## config.mk

```make
export PLATFORM = sky130hd
export DESIGN_NAME = counter_array_control
export DESIGN_NICKNAME = d
export VERILOG_FILES = /design/src/rtl/shared_counter.v /design/src/rtl/sticky_flags.v /design/src/rtl/counter_array_control.v
export VERILOG_INCLUDE_DIRS = /design/src /design/src/rtl
export SDC_FILE = /design/constraint.sdc
export NUM_CORES = 1
export LEC_CHECK = 0
export ABC_AREA = 1
export BUFFER_PORTS_ARGS = -buffer_cell sky130_fd_sc_hd__clkbuf_2
export CAP_MARGIN = 10
export CORE_MARGIN = 5
export CORE_UTILIZATION = 30
export CTS_BUF_LIST = sky130_fd_sc_hd__clkbuf_4 sky130_fd_sc_hd__clkbuf_8
export DETAILED_ROUTE_END_ITERATION = 7
export PLACE_DENSITY = 0.56
export SYNTH_ARGS = -nofsm -noshare
export SYNTH_HDL_FRONTEND = slang
export SYNTH_SLANG_ARGS = --single-unit
```

## constraint.sdc

```tcl
create_clock -name sys_clk -period 2.14 [get_ports sys_clk]
set_clock_uncertainty 0.1 [all_clocks]
set_input_delay 0.214 -clock sys_clk [delete_from_list [all_inputs] [get_ports sys_clk]]
set_output_delay 0.214 -clock sys_clk [all_outputs]
set_load 0.03 [all_outputs]
```

## src/rtl/counter_array_map.vh

```
`ifndef COUNTER_ARRAY_MAP_VH
`define COUNTER_ARRAY_MAP_VH
// register addresses
`define ADDR_CONTROL    4'h0
`define ADDR_MODE       4'h1
`define ADDR_MOD_IRQ_EN 4'h2
`define ADDR_COUNT_LO   4'h3
`define ADDR_COUNT_HI   4'h4
`define ADDR_IRQ_STATUS 4'h5
`define ADDR_IRQ_MASK   4'h6
// control register fields
`define BIT_OVERFLOW    7
`define BIT_RUN         6
`define BIT_RESERVED    5
`define NUM_MODULES     5
// mode register fields
`define BIT_OVF_IRQ_EN  0
// reset values and counter maximum
`define CONTROL_RESET   8'h00
`define MODE_RESET      8'h00
`define MASK_RESET      8'h00
`define COUNT_MAX       16'hffff
`endif

```

## src/rtl/shared_counter.v

```verilog
`timescale 1ns/1ps
`include "counter_array_map.vh"
// 16-bit free counter, advances only while run is high
module shared_counter (
  // clock and reset
  input  wire        sys_clk,
  input  wire        reset,
  // control
  input  wire        run,
  // state
  output reg  [15:0] count_r,
  output reg         rollover_r
);
  always @(posedge sys_clk or posedge reset) begin
    if (reset) begin
      count_r    <= 16'h0000;
      rollover_r <= 1'b0;
    end else begin
      rollover_r <= run && (count_r == `COUNT_MAX);
      if (run)
        count_r <= count_r + 16'h0001;
    end
  end
endmodule // shared_counter

```

## src/rtl/sticky_flags.v

```verilog
`timescale 1ns/1ps
// sticky flags: hardware set wins over a same-cycle clear
module sticky_flags #(
  parameter W = 8
) (
  // clock and reset
  input  wire         sys_clk,
  input  wire         reset,
  // events and clears
  input  wire [W-1:0] set_in,
  input  wire [W-1:0] clr_in,
  // state
  output reg  [W-1:0] flags_r
);
  always @(posedge sys_clk or posedge reset) begin
    if (reset)
      flags_r <= {W{1'b0}};
    else
      flags_r <= set_in | (flags_r & ~clr_in);
  end
endmodule // sticky_flags

```

## src/rtl/counter_array_control.v

```verilog
// Chosen here: the address map and the address-and-strobe port.
`timescale 1ns/1ps
`include "counter_array_map.vh"
// Function
// - rollover sets overflow flag bit 7; raises irq_request_r only with overflow enable, irq_r via status and mask bit 5
// - overflow flag set by hardware or software 1; cleared only by software 0
// - run bit 6 advances counter when 1, holds it when 0; software only
// - module n event sets flag bit n; only software 0 clears it
// - module flag raises irq_request_r only while that module's enable bit is 1; irq_r follows status and mask bit n
module counter_array_control (
  // clock and reset
  input  wire       sys_clk,
  input  wire       reset,
  // register port
  input  wire [3:0] addr,
  input  wire [7:0] wdata,
  input  wire       wr,
  input  wire       rd,
  output reg  [7:0] rdata_r,
  // module events from compare/capture datapaths
  input  wire [4:0] module_event,
  // outputs to surrounding logic
  output reg        counter_run_r,
  output reg        irq_request_r,
  output reg        irq_r
);
  localparam N = `NUM_MODULES;
  localparam [7:0] CTRL_RST = `CONTROL_RESET;
  localparam [7:0] MASK_RST = `MASK_RESET;

  // control register fields, each in a flop of its own
  reg         run_r;
  reg         ovf_r;
  reg  [4:0]  mod_flag_r;

  // other software registers
  reg  [7:0]  mode_r;
  reg  [4:0]  mod_en_r;
  reg  [6:0]  mask_r;

  // next values
  reg         run_nxt;
  reg         ovf_nxt;
  reg  [4:0]  mod_flag_nxt;
  reg  [7:0]  mode_nxt;
  reg  [4:0]  mod_en_nxt;
  reg  [6:0]  mask_nxt;
  reg  [7:0]  rdata_nxt;
  reg         counter_run_nxt;
  reg         irq_request_nxt;
  reg         irq_nxt;

  // counter, status and read view
  wire [15:0] count;
  wire        rollover;
  wire [6:0]  irq_stat;
  wire [6:0]  stat_set;
  wire [6:0]  stat_clr;
  wire [7:0]  ctrl_view;

  // decoded strobes and pending requests
  wire        wr_ctrl;
  wire        wr_mode;
  wire        wr_mod_en;
  wire        wr_stat;
  wire        wr_mask;
  wire        ovf_pending;
  wire        module_pending;

  // strobe qualified by one register address
  function hit;
    input       strobe;
    input [3:0] a;
    input [3:0] target;
    begin
      hit = strobe && (a == target);
    end
  endfunction

  // a written value replaces the flag, a same-cycle event still sets it
  // trade-off: a written 1 sets a flag too, so software may force it
  function flag_bit;
    input cur;
    input wval;
    input we;
    input ev;
    begin
      flag_bit = (we ? wval : cur) | ev;
    end
  endfunction

  // any flag whose enable is set
  function any_set;
    input [6:0] flags;
    input [6:0] enables;
    begin
      any_set = |(flags & enables);
    end
  endfunction

  // read multiplexer, unmapped addresses read 0
  function [7:0] rd_mux;
    input [3:0] a;
    begin
      case (a)
        `ADDR_CONTROL:    rd_mux = ctrl_view;
        `ADDR_MODE:       rd_mux = mode_r;
        `ADDR_MOD_IRQ_EN: rd_mux = {3'h0, mod_en_r};
        `ADDR_COUNT_LO:   rd_mux = count[7:0];
        `ADDR_COUNT_HI:   rd_mux = count[15:8];
        `ADDR_IRQ_STATUS: rd_mux = {1'b0, irq_stat};
        `ADDR_IRQ_MASK:   rd_mux = {1'b0, mask_r};
        default:          rd_mux = 8'h00;
      endcase
    end
  endfunction

  // write strobes, one per writable register
  assign wr_ctrl   = hit(wr, addr, `ADDR_CONTROL);
  assign wr_mode   = hit(wr, addr, `ADDR_MODE);
  assign wr_mod_en = hit(wr, addr, `ADDR_MOD_IRQ_EN);
  assign wr_stat   = hit(wr, addr, `ADDR_IRQ_STATUS);
  assign wr_mask   = hit(wr, addr, `ADDR_IRQ_MASK);

  // bit 5 is not stored: a stray write of 1 can never stick
  assign ctrl_view = {ovf_r, run_r, 1'b0, mod_flag_r};

  // requests gated by their enables before the output flop
  // the request output ignores the mask; the status path has its own
  assign ovf_pending    = ovf_r & mode_r[`BIT_OVF_IRQ_EN];
  assign module_pending = any_set({2'b00, mod_flag_r},
                                  {2'b00, mod_en_r});

  // a cleared run bit stops the count one cycle later
  shared_counter u_counter (
    .sys_clk    (sys_clk),
    .reset      (reset),
    .run        (run_r),
    .count_r    (count),
    .rollover_r (rollover)
  );

  // run bit: only software moves it, hardware never clears it
  always @* begin
    run_nxt = run_r;
    if (wr_ctrl)
      run_nxt = wdata[`BIT_RUN];
  end

  always @(posedge sys_clk or posedge reset) begin
    if (reset) begin
      run_r <= CTRL_RST[`BIT_RUN];
    end else begin
      run_r <= run_nxt;
    end
  end

  // overflow flag: no hardware path ever clears it
  always @* begin
    ovf_nxt = flag_bit(ovf_r, wdata[`BIT_OVERFLOW], wr_ctrl,
                       rollover);
  end

  always @(posedge sys_clk or posedge reset) begin
    if (reset) begin
      ovf_r <= CTRL_RST[`BIT_OVERFLOW];
    end else begin
      ovf_r <= ovf_nxt;
    end
  end

  // module flags: events set them, only a written 0 clears them
  always @* begin
    mod_flag_nxt[0] = flag_bit(mod_flag_r[0], wdata[0], wr_ctrl,
                               module_event[0]);
    mod_flag_nxt[1] = flag_bit(mod_flag_r[1], wdata[1], wr_ctrl,
                               module_event[1]);
    mod_flag_nxt[2] = flag_bit(mod_flag_r[2], wdata[2], wr_ctrl,
                               module_event[2]);
    mod_flag_nxt[3] = flag_bit(mod_flag_r[3], wdata[3], wr_ctrl,
                               module_event[3]);
    mod_flag_nxt[4] = flag_bit(mod_flag_r[4], wdata[4], wr_ctrl,
                               module_event[4]);
  end

  always @(posedge sys_clk or posedge reset) begin
    if (reset) begin
      mod_flag_r <= CTRL_RST[N-1:0];
    end else begin
      mod_flag_r <= mod_flag_nxt;
    end
  end

  // mode register: bit 0 gates the overflow request
  always @* begin
    mode_nxt = mode_r;
    if (wr_mode)
      mode_nxt = wdata;
  end

  always @(posedge sys_clk or posedge reset) begin
    if (reset) begin
      mode_r <= `MODE_RESET;
    end else begin
      mode_r <= mode_nxt;
    end
  end

  // per-module request enables
  always @* begin
    mod_en_nxt = mod_en_r;
    if (wr_mod_en)
      mod_en_nxt = wdata[4:0];
  end

  always @(posedge sys_clk or posedge reset) begin
    if (reset) begin
      mod_en_r <= 5'h00;
    end else begin
      mod_en_r <= mod_en_nxt;
    end
  end

  // interrupt mask, same layout as status
  always @* begin
    mask_nxt = mask_r;
    if (wr_mask)
      mask_nxt = wdata[6:0];
  end

  always @(posedge sys_clk or posedge reset) begin
    if (reset) begin
      mask_r <= MASK_RST[6:0];
    end else begin
      mask_r <= mask_nxt;
    end
  end

  // status bit 5 mirrors rollover so it can be masked apart; bit 6 unused
  assign stat_set = {1'b0, rollover, module_event};
  assign stat_clr = wr_stat ? wdata[6:0] : 7'h00;

  sticky_flags #(.W(7)) u_status (
    .sys_clk (sys_clk),
    .reset   (reset),
    .set_in  (stat_set),
    .clr_in  (stat_clr),
    .flags_r (irq_stat)
  );

  // read data stand one cycle only, 0 otherwise
  always @* begin
    rdata_nxt = 8'h00;
    if (rd)
      rdata_nxt = rd_mux(addr);
  end

  always @* begin
    counter_run_nxt = run_r;
  end

  always @* begin
    irq_request_nxt = ovf_pending | module_pending;
  end

  always @* begin
    irq_nxt = any_set(irq_stat, mask_r);
  end

  // every output leaves straight from a flop
  always @(posedge sys_clk or posedge reset) begin
    if (reset) begin
      rdata_r <= 8'h00;
    end else begin
      rdata_r <= rdata_nxt;
    end
  end

  always @(posedge sys_clk or posedge reset) begin
    if (reset) begin
      counter_run_r <= 1'b0;
    end else begin
      counter_run_r <= counter_run_nxt;
    end
  end

  always @(posedge sys_clk or posedge reset) begin
    if (reset) begin
      irq_request_r <= 1'b0;
    end else begin
      irq_request_r <= irq_request_nxt;
    end
  end

  always @(posedge sys_clk or posedge reset) begin
    if (reset) begin
      irq_r <= 1'b0;
    end else begin
      irq_r <= irq_nxt;
    end
  end
endmodule // counter_array_control

```

* Word level (Yosys, flattened, before mapping) *
Cells that the tools add are included.

word-level totals
  bits in registers = 62
  word-level logic and storage cells = 52

cells by class
  reduce and logical (&&, ||, !) cells = 9
  equal/unequal tests = 7
  mux-type cells = 9
  $add $sub $neg = 1
  bitwise logic cells = 13

operators by type and width
  kind                                           number
  case mux 8 bit (7 select lines)                1
  adder 16 x 1 -> 16 bit, second input constant  1
  == test 16 bit, second input constant          1
  bitwise AND 7 bit                              2
  OR reduction 7 bit                             2
  == test 4 x 3 -> 1 bit, second input constant  3
  == test 4 x 2 -> 1 bit, second input constant  2
  2-to-1 mux 8 bit                               1
  2-to-1 mux 7 bit                               1
  NOT 7 bit                                      1
  OR 1 bit                                       7
  OR 6 x 7 -> 7 bit                              1
  logical AND 1 bit                              6
  2-to-1 mux 1 bit                               6
  bitwise AND 5 bit                              1
  == test 4 x 1 -> 1 bit, second input constant  1
  zero test 4 bit                                1
  bitwise AND 1 bit                              1

* Depth between registers and ports, before layout *
Gate-level depths: netlist (run 1).

  word-level depth = 6
  depth in mapped cells = 8
  mapped depth without buffers = 8

* By module *
A second synthesis (run 1) with hierarchy kept.

second synthesis, totals
  cells, all modules = 394
  area total of the unflattened synthesis = 3151.8 um^2

modules (own cells, without submodules)
  module                 times used  area an instance (um^2)  cells each
  counter_array_control  1           2011.9                   256
  shared_counter         1           855.8                    102
  sticky_flags           1           284.0                    36

* Least setup slack after synthesis (run 1) *
Ideal clock, no wire load.

  kind = flip-flop to flip-flop
  from = register u_counter.count_r[0]
  to = register u_counter.count_r[14]
  library setup time = 0.114 ns
  cell stages (with the launch flop) = 7
  arrival time = 1.211 ns
  path slack = 0.716 ns
  clock period less this slack = 1.424 ns
  data required time = 1.926 ns
  cell sequence = dfrtp_1 -> ha_1 -> nand4_1 -> nor2_1 -> nand4_1 -> nand2_1 -> inv_1

on the way
  word-level cells in the longest chain between the ends = 1

ends and longest elaborated chain
  what                    line                 RTL
  from (decl)             shared_counter.v:11  output reg [15:0] count_r,
  from (signal assigned)  shared_counter.v:21  count_r <= count_r + 16'h0001;
  adder 16 x 1 -> 16 bit  shared_counter.v:21

No other way between the ends.
A chain may end at the register's enable or synchronous reset.

* Worst setup path after layout (run 1) *
Ends and elaborated chain as after synthesis.

==> results of run 1 <==
-- state kept, by name, summed over array words and instances, names as in the netlist --
name and flops:
u_status.flags_r 7, mode_r 8, irq_request_r 1, mod_flag_r 5, irq_r 1, rdata_r 8, any_set.enables 7, u_counter.rollover_r 1
mod_en_r 5, u_counter.count_r 16, counter_run_nxt 1, counter_run_r 1, ovf_r 1
-- worst min path at each step --
stage / from / end / cells past startpoint
2_1_floorplan: module_event[1] / u_status.flags_r[1] / 2
3_3_place_gp: reset / u_counter.rollover_r / 2
3_5_place_dp: reset / u_counter.count_r[15] / 2
4_1_cts: wdata[4] / any_set.enables[4] / 3
5_1_grt: wdata[2] / any_set.enables[2] / 3
6_report: wdata[4] / any_set.enables[4] / 3
-- metal layers --
layer,up-vias,global-route usage (%),share of wire (%)
met5,-,0,0
met4,0,5.98,1.7
met3,11,2.56,4.9
met2,63,22.2,48
met1,1142,18.2,46
li1,1247,-,-
-- critical path: cells and delay by family (launching register included) --
family / cells / cell delay [ns]
fa+ha+maj: 1 / 0.20
buf+inv: 1 / 0.04
flops: 1 / 0.42
simple gates: 4 / 0.77
-- final cells by class --
class | instances | share of cell area [%]
sequential | 62 | 42.3
clock inverter | 6 | 3.61
clock buffer | 10 | 3.75
timing repair buffer | 44 | 7.77
inverter | 53 | 5.42
tap | 133 | 4.53
multi-input combinational | 238 | 32.7
-- per-stage QoR --
stage / std cells / hold slack [ns] / instance area, µm² / setup slack (ns) / power (µW)
4_1_cts: 546 / 0.0201 / 3670 / 0.504 / 3450
5_1_grt: 546 / 0.0482 / 3670 / 0.335 / 3610
2_1_floorplan: 361 / 0.212 / 3010 / 0.285 / 1870
3_5_place_dp: 522 / 0.236 / 3320 / 0.516 / 2050
6_report: 546 / 0.0375 / 3670 / 0.504 / 3430
3_3_place_gp: 522 / 0.220 / 3320 / 0.559 / 2040
-- kinds of logic after synthesis --
logic type / share of synthesized area [%]
DFF: 51.6
AOI/OAI and AO/OA: 11.2
buffers and inverters: 8.49
adders and majority gates: 0.416
xor gates and xnor gates: 3.21
and+or+nand+nor: 24.4
muxes: 0.749
-- power by group --
group          switching (µW)  total, µW  internal (µW)
Combinational             312        506            195
Clock                     466       1390            921
Sequential                172       1530           1360
-- layout by cell type, fill, tap and decap left out, types with 5 or more instances in the layout --
cell type,n
nor2_1,31
nand2_1,74
clkbuf_8,10
nand4_1,6
dfrtp_1,62
xor2_1,8
dlygate4sd3_1,8
inv_1,48
nand3_1,35
o21ai_0,34
a21oi_1,13
clkbuf_2,31
o21ai_1,7
inv_2,5
-- repair_timing --
action                    CTS  global route
hold endpoints to repair   38             0
buffers inserted            0             0
hold buffers                8             0
==> results.md, run 1 <==
- Outcome: completed
- Setup-failing EPs final: 0
- Crit-path cells: ha_1 > nand4_1 > nor2_1 > nand4_1 > nand2_1 > inv_1
- Clock slew at reported path FFs: 0.07 ns
- Async set-reset flop share out of synthesis: 100%
- Initial antenna violation count: 0
- Ys flop type: dfrtp_1
- Largest stage delay, worst path: 0.42 ns
- Area Growth Syn to Fin: 22.1%
- NumNets Final: 430
- Vias in the first global route: 2518
- TritonCTS buffer count: 9
- Highest clock rate: 611 MHz
- VDD IR max: 0.000350 V
- #FFs+latches synth: 62
- Crit Path Max Fanout: 5
- R2R depth: 6
- Core Box Area: 0.00977 mm²
- DPL Wire Length: 5830 µm
- Relative slew slack: 58.8%
- Largest net degree at the start of global routing: 36
- Root buffer cell: clkbuf_8
- First-pass GRT wire length: 12800 µm
- CTS tree: built
- PD cells: 934 mW/mm²
- Post-Syn Nets: 383
- FF+latch area: 0.00155 mm²
- CTS Buffer Depth: 2
- Fin util: 37.6%
- Layout cells sized above 1: 18.6%
- GRT Util Overall: 13.8%
- CP startpoint kind: flop
- H-Tree Depth: 3
- Crit path from: u_counter.count_r[0]
- Tmin final: 1.64 ns
- FF-to-FF setup slack: 0.50 ns
- Count leader, synth: nand2_1
- Final Slew Violations: 0
- Top post-synthesis cells by area: dfrtp_1 (52%), nand2_1 (9.2%), inv_1 (6.1%), nand3_1 (5.8%), o21ai_0 (5.7%)
- Lkg Pwr: 0.00181 µW
- Setup TNS: 0 ns
- Worst slew pin tran: 0.617 ns
- Die area: 0.0121 mm²
- Yosys top cell area share: 51.6%
- Die Width: 110 µm
- Number of fill cells: 1008
- Synth Instances: 361
- Final WL: 7590 µm
- PortBufs: 31
- Final period util: 76.4%
- Max cap viols: 0
- Worst-Skew Late Latency: 0.34 ns
- Dominant cell type by area after synthesis: dfrtp_1
- RSZ-0062 raised after global routing: false
- Routed WL per cell: 13.9 µm
- Die height: 110 µm
- Reg2reg start: u_counter.count_r[0]
- Diode count: 0
- WP data arrival: 1.77 ns
- Worst setup endpoint: u_counter.count_r[14]
- FP Rows: 36
- EDFF count, synth: 0
- Multi-input logic area: 0.00120 mm²
- Final Hold Vio Count: 0
- CP endpoint kind: flop
- DRT iter0 DRCs: 143
- Ys Warns: 0
- Register area share after synthesis: 51.6%
- Remaining antenna violation count: 0
- Total I/O pin count: 32
- GP Congestion: 0.831
- Kind of critical path: flop to flop
- Avg Inst Size Synth: 8.33 µm²
- Worst path required time: 2.27 ns
- First-pass DRT Iterations: 4
- Post-synth top cells: nand2_1 (74), dfrtp_1 (62), inv_1 (49)
- Yosys cell types: 28
- DRC: 0
- Initial Util: 30.7%
- Mapped cell area: 0.00301 mm²
- CP most frequent cell: nand4_1
- Worst-path cell with the longest stage delay: dfrtp_1
- Via count: 2463
- Via/cell ratio: 4.51
- Min-delay worst type: input pin to flop
- Post-CTS resize count: 0
- Reg2reg end: u_counter.count_r[14]
- GR Overflow Total: 0
- Clk sinks: 62
(Power assumes the default switching activity.)
==> run 2: changes to the inputs <==
--- a/config.mk
+++ b/config.mk
@@ -13,7 +13,7 @@
 export CORE_UTILIZATION = 30
 export CTS_BUF_LIST = sky130_fd_sc_hd__clkbuf_4 sky130_fd_sc_hd__clkbuf_8
 export DETAILED_ROUTE_END_ITERATION = 7
-export PLACE_DENSITY = 0.56
+export PLACE_DENSITY = 0.58
 export SYNTH_ARGS = -nofsm -noshare
 export SYNTH_HDL_FRONTEND = slang
 export SYNTH_SLANG_ARGS = --single-unit
==> constraint.sdc (replaced) <==
create_clock -name sys_clk -period 1.3 [get_ports sys_clk]
set_clock_uncertainty 0.1 [all_clocks]
set_input_delay 0.13 -clock sys_clk [delete_from_list [all_inputs] [get_ports sys_clk]]
set_output_delay 0.13 -clock sys_clk [all_outputs]
set_load 0.03 [all_outputs]
==> results.md, run 2 (synthesis gave the netlist of run 1 again) <==
- P_sw: 1660 µW (+75%)
- Worst slew pin tran: 0.459 ns (-0.158 ns)
- Die Width: 110 µm (unchanged)
- Reg2reg end: u_counter.count_r[14]
- Remaining antenna violation count: 0 (unchanged)
- Commonest cells after routing, fill and taps aside: nand2_1 (73), dfrtp_1 (62), inv_1 (47)
- Lkg Pwr: 0.00200 µW (+10%)
- Outcome: finished, violations left
- Commonest non-fill, non-tap cell in the layout: nand2_1
- Worst setup endpoint: u_counter.count_r[14]
- Initial antenna violation count: 0 (unchanged)
- Vias in the first global route: 2554 (+1.4%)
- Clock slew at reported path FFs: 0.07 ns (about the same)
- TritonCTS buffer count: 9 (unchanged)
- CP endpoint kind: flop
- CP most frequent cell: nand4_1
- PD cells: 1440 mW/mm² (+54%)
- Worst path required time: 1.45 ns (-0.82 ns)
- GR Overflow Total: 0 (unchanged)
- Highest clock rate: 747 MHz (+22%)
- Clk sinks: 62 (unchanged)
- Largest net degree at the start of global routing: 24 (-33%)
- Reg2reg start: u_counter.count_r[1]
- Core Box Area: 0.00977 mm² (unchanged)
- GP Congestion: 0.891 (+7.2%)
- Die area: 0.0121 mm² (unchanged)
- Final Slew Violations: 0 (unchanged)
- Hold slack final: 0.0574 ns (+0.0199 ns)
- Area Growth Syn to Fin: 34.5%
- DPL Wire Length: 6340 µm (+8.8%)
- Kind of critical path: flop to flop
- Largest Register: u_counter.count_r
- Root buffer cell: clkbuf_8
- Via/cell ratio: 4.52 (+0.25%)
- Final Hold Vio Count: 0 (unchanged)
- Internal power: 4140 µW (+67%)
- Largest register FFs: 16 (unchanged)
- Diode count: 0 (unchanged)
- Min-delay worst type: input pin to flop
- Worst-path cell with the longest stage delay: dfrtp_1
- Relative slew slack: 69.3% (+11 points)
- Sw frac: 28.7% (+0.97 points)
- Largest stage delay, worst path: 0.36 ns (-0.06 ns)
- Tmin final: 1.34 ns (-0.296 ns)
- FP Rows: 36 (unchanged)
- WP buf/inv: 1 (unchanged)
- NumNets Final: 470 (+9.3%)
- Final period util: 103% (+27 points)
- CP startpoint kind: flop
- Crit Path Max Fanout: 4 (-1)
- Setup slack after layout: -0.0396 ns (-0.544 ns)
- Comb pwr share: 20.1% (+5.3 points)
- Multi-input logic area: 0.00122 mm² (+2.1%)
- Flop pwr share: 42.6% (-2.2 points)
- Crit path from: u_counter.count_r[1]
- CTS tree: built
- First-pass GRT wire length: 13200 µm (+3.4%)
- WP data arrival: 1.49 ns (-0.28 ns)
- Critical path's top delay family: simple AND/OR/NAND/NOR gates
- Worst-Skew Late Latency: 0.35 ns (about the same)
- First-pass DRT Iterations: 5 (+1)
- Final WL: 8150 µm (+7.3%)
- Layout cells sized above 1: 25.8% (+7.2 points)
- GRT Util Overall: 14.6% (+0.79 points)
- H-Tree Depth: 3 (unchanged)
- Number of fill cells: 994 (-1.4%)
- Max cap viols: 0 (unchanged)
- Initial Util: 30.7% (unchanged)
- Failing checks: negative setup slack
- CTS Buffer Depth: 2 (unchanged)
- Die height: 110 µm (unchanged)
- Via count: 2650 (+7.6%)
- RSZ-0062 raised after global routing: true
- VDD IR max: 0.000459 V (+31%)
- Total I/O pin count: 32 (unchanged)
- Placed insts: 554 (+6.1%)
- Worst path depth: 6 (unchanged)
- Setup-failing EPs final: 8 (+8)
- Crit-path cells: ha_2 > nand4_1 > nor2_2 > nand4_1 > nand2_1 > inv_1
- Final Non-Filler Cells: 586 (+7.3%)
- FF-to-FF setup slack: -0.04 ns (-0.54 ns)
- Biggest regs: u_counter.count_r x16, mode_r x8, rdata_r x8
- Routed WL per cell: 13.9 µm (about the same)
- PortBufs: 31 (unchanged)
- FF+latch area: 0.00155 mm² (unchanged)
- R2R depth: 6 (unchanged)
- DRC: 0 (unchanged)
- Place WS: -0.0457 ns (-0.561 ns)
- DRT iter0 DRCs: 160 (+12%)
- Clock share of power: 37.3% (-3.2 points)
[run 2: changes by cell type in the layout (fill, tap and decap cells not counted), moves of 2 or more]
cell and delta:
dlygate4sd3_1 +7, buf_12 +3, nor2_2 +2, clkinvlp_4 +2, buf_4 +30, nor2_4 +2
nor2_1 -4
[run 2: worst min-delay path by stage]
stage                               start                     to  cells after the start
after floorplan           module_event[1]    u_status.flags_r[1]                      2
after global placement              reset  u_counter.count_r[15]                      2
after detailed placement            reset  u_counter.count_r[15]                      2
after CTS                              rd             rdata_r[5]                      3
after global routing                   rd             rdata_r[5]                      3
final                                  rd             rdata_r[5]                      3
[run 2: per-layer routing]
layer  GRT usage (%)  routed length [µm]
met1            20.4                3890
met2            21.8                3680
met3            3.03                 391
met4            6.33                 187
met5               0                   0
[run 2: layout make-up]
type,instances,area share [%]
clock buffer,11,3.75
timing repair buffer,84,15.9
inverter,53,5.02
sequential,62,38.4
tap,133,4.12
clock inverter,5,2.60
multi-input combinational,238,30.3
[run 2: power by group through the flow]
stage / combinational, µW / clock [µW] / sequential, µW
final: 1170 / 2160 / 2470
after global routing: 1310 / 2280 / 2510
after CTS: 1160 / 2200 / 2470
after detailed placement: 1120 / 0 / 2500
after global placement: 1100 / 0 / 2490
after floorplan: 551 / 0 / 2530
[run 2: through the flow]
stage | total power [µW] | area, µm² | TNS (ns) | util (%)
3_5_place_dp | 3620 | 3600 | -0.264 | 36.9
5_1_grt | 6100 | 4040 | -1.33 | 41.3
3_3_place_gp | 3590 | 3600 | -0.0309 | 36.9
4_1_cts | 5830 | 4020 | -0.148 | 41.1
6_report | 5810 | 4040 | -0.125 | 41.3
2_1_floorplan | 3080 | 3010 | -0.0749 | -
[run 2: worst register-to-register path: stages (launching register included)]
cell and delay [ns]:
dfrtp_1 0.36, ha_2 0.18, nand4_1 0.14, nor2_2 0.21
nand4_1 0.13, nand2_1 0.09, inv_1 0.03
[run 2: timing repair]
item,CTS,global route
resized for setup,2,6
hold buffers,15,0
endpoints found under the hold margin,38,0
endpoints found under the setup margin,9,12
buffers inserted,0,1
pin swaps,2,6
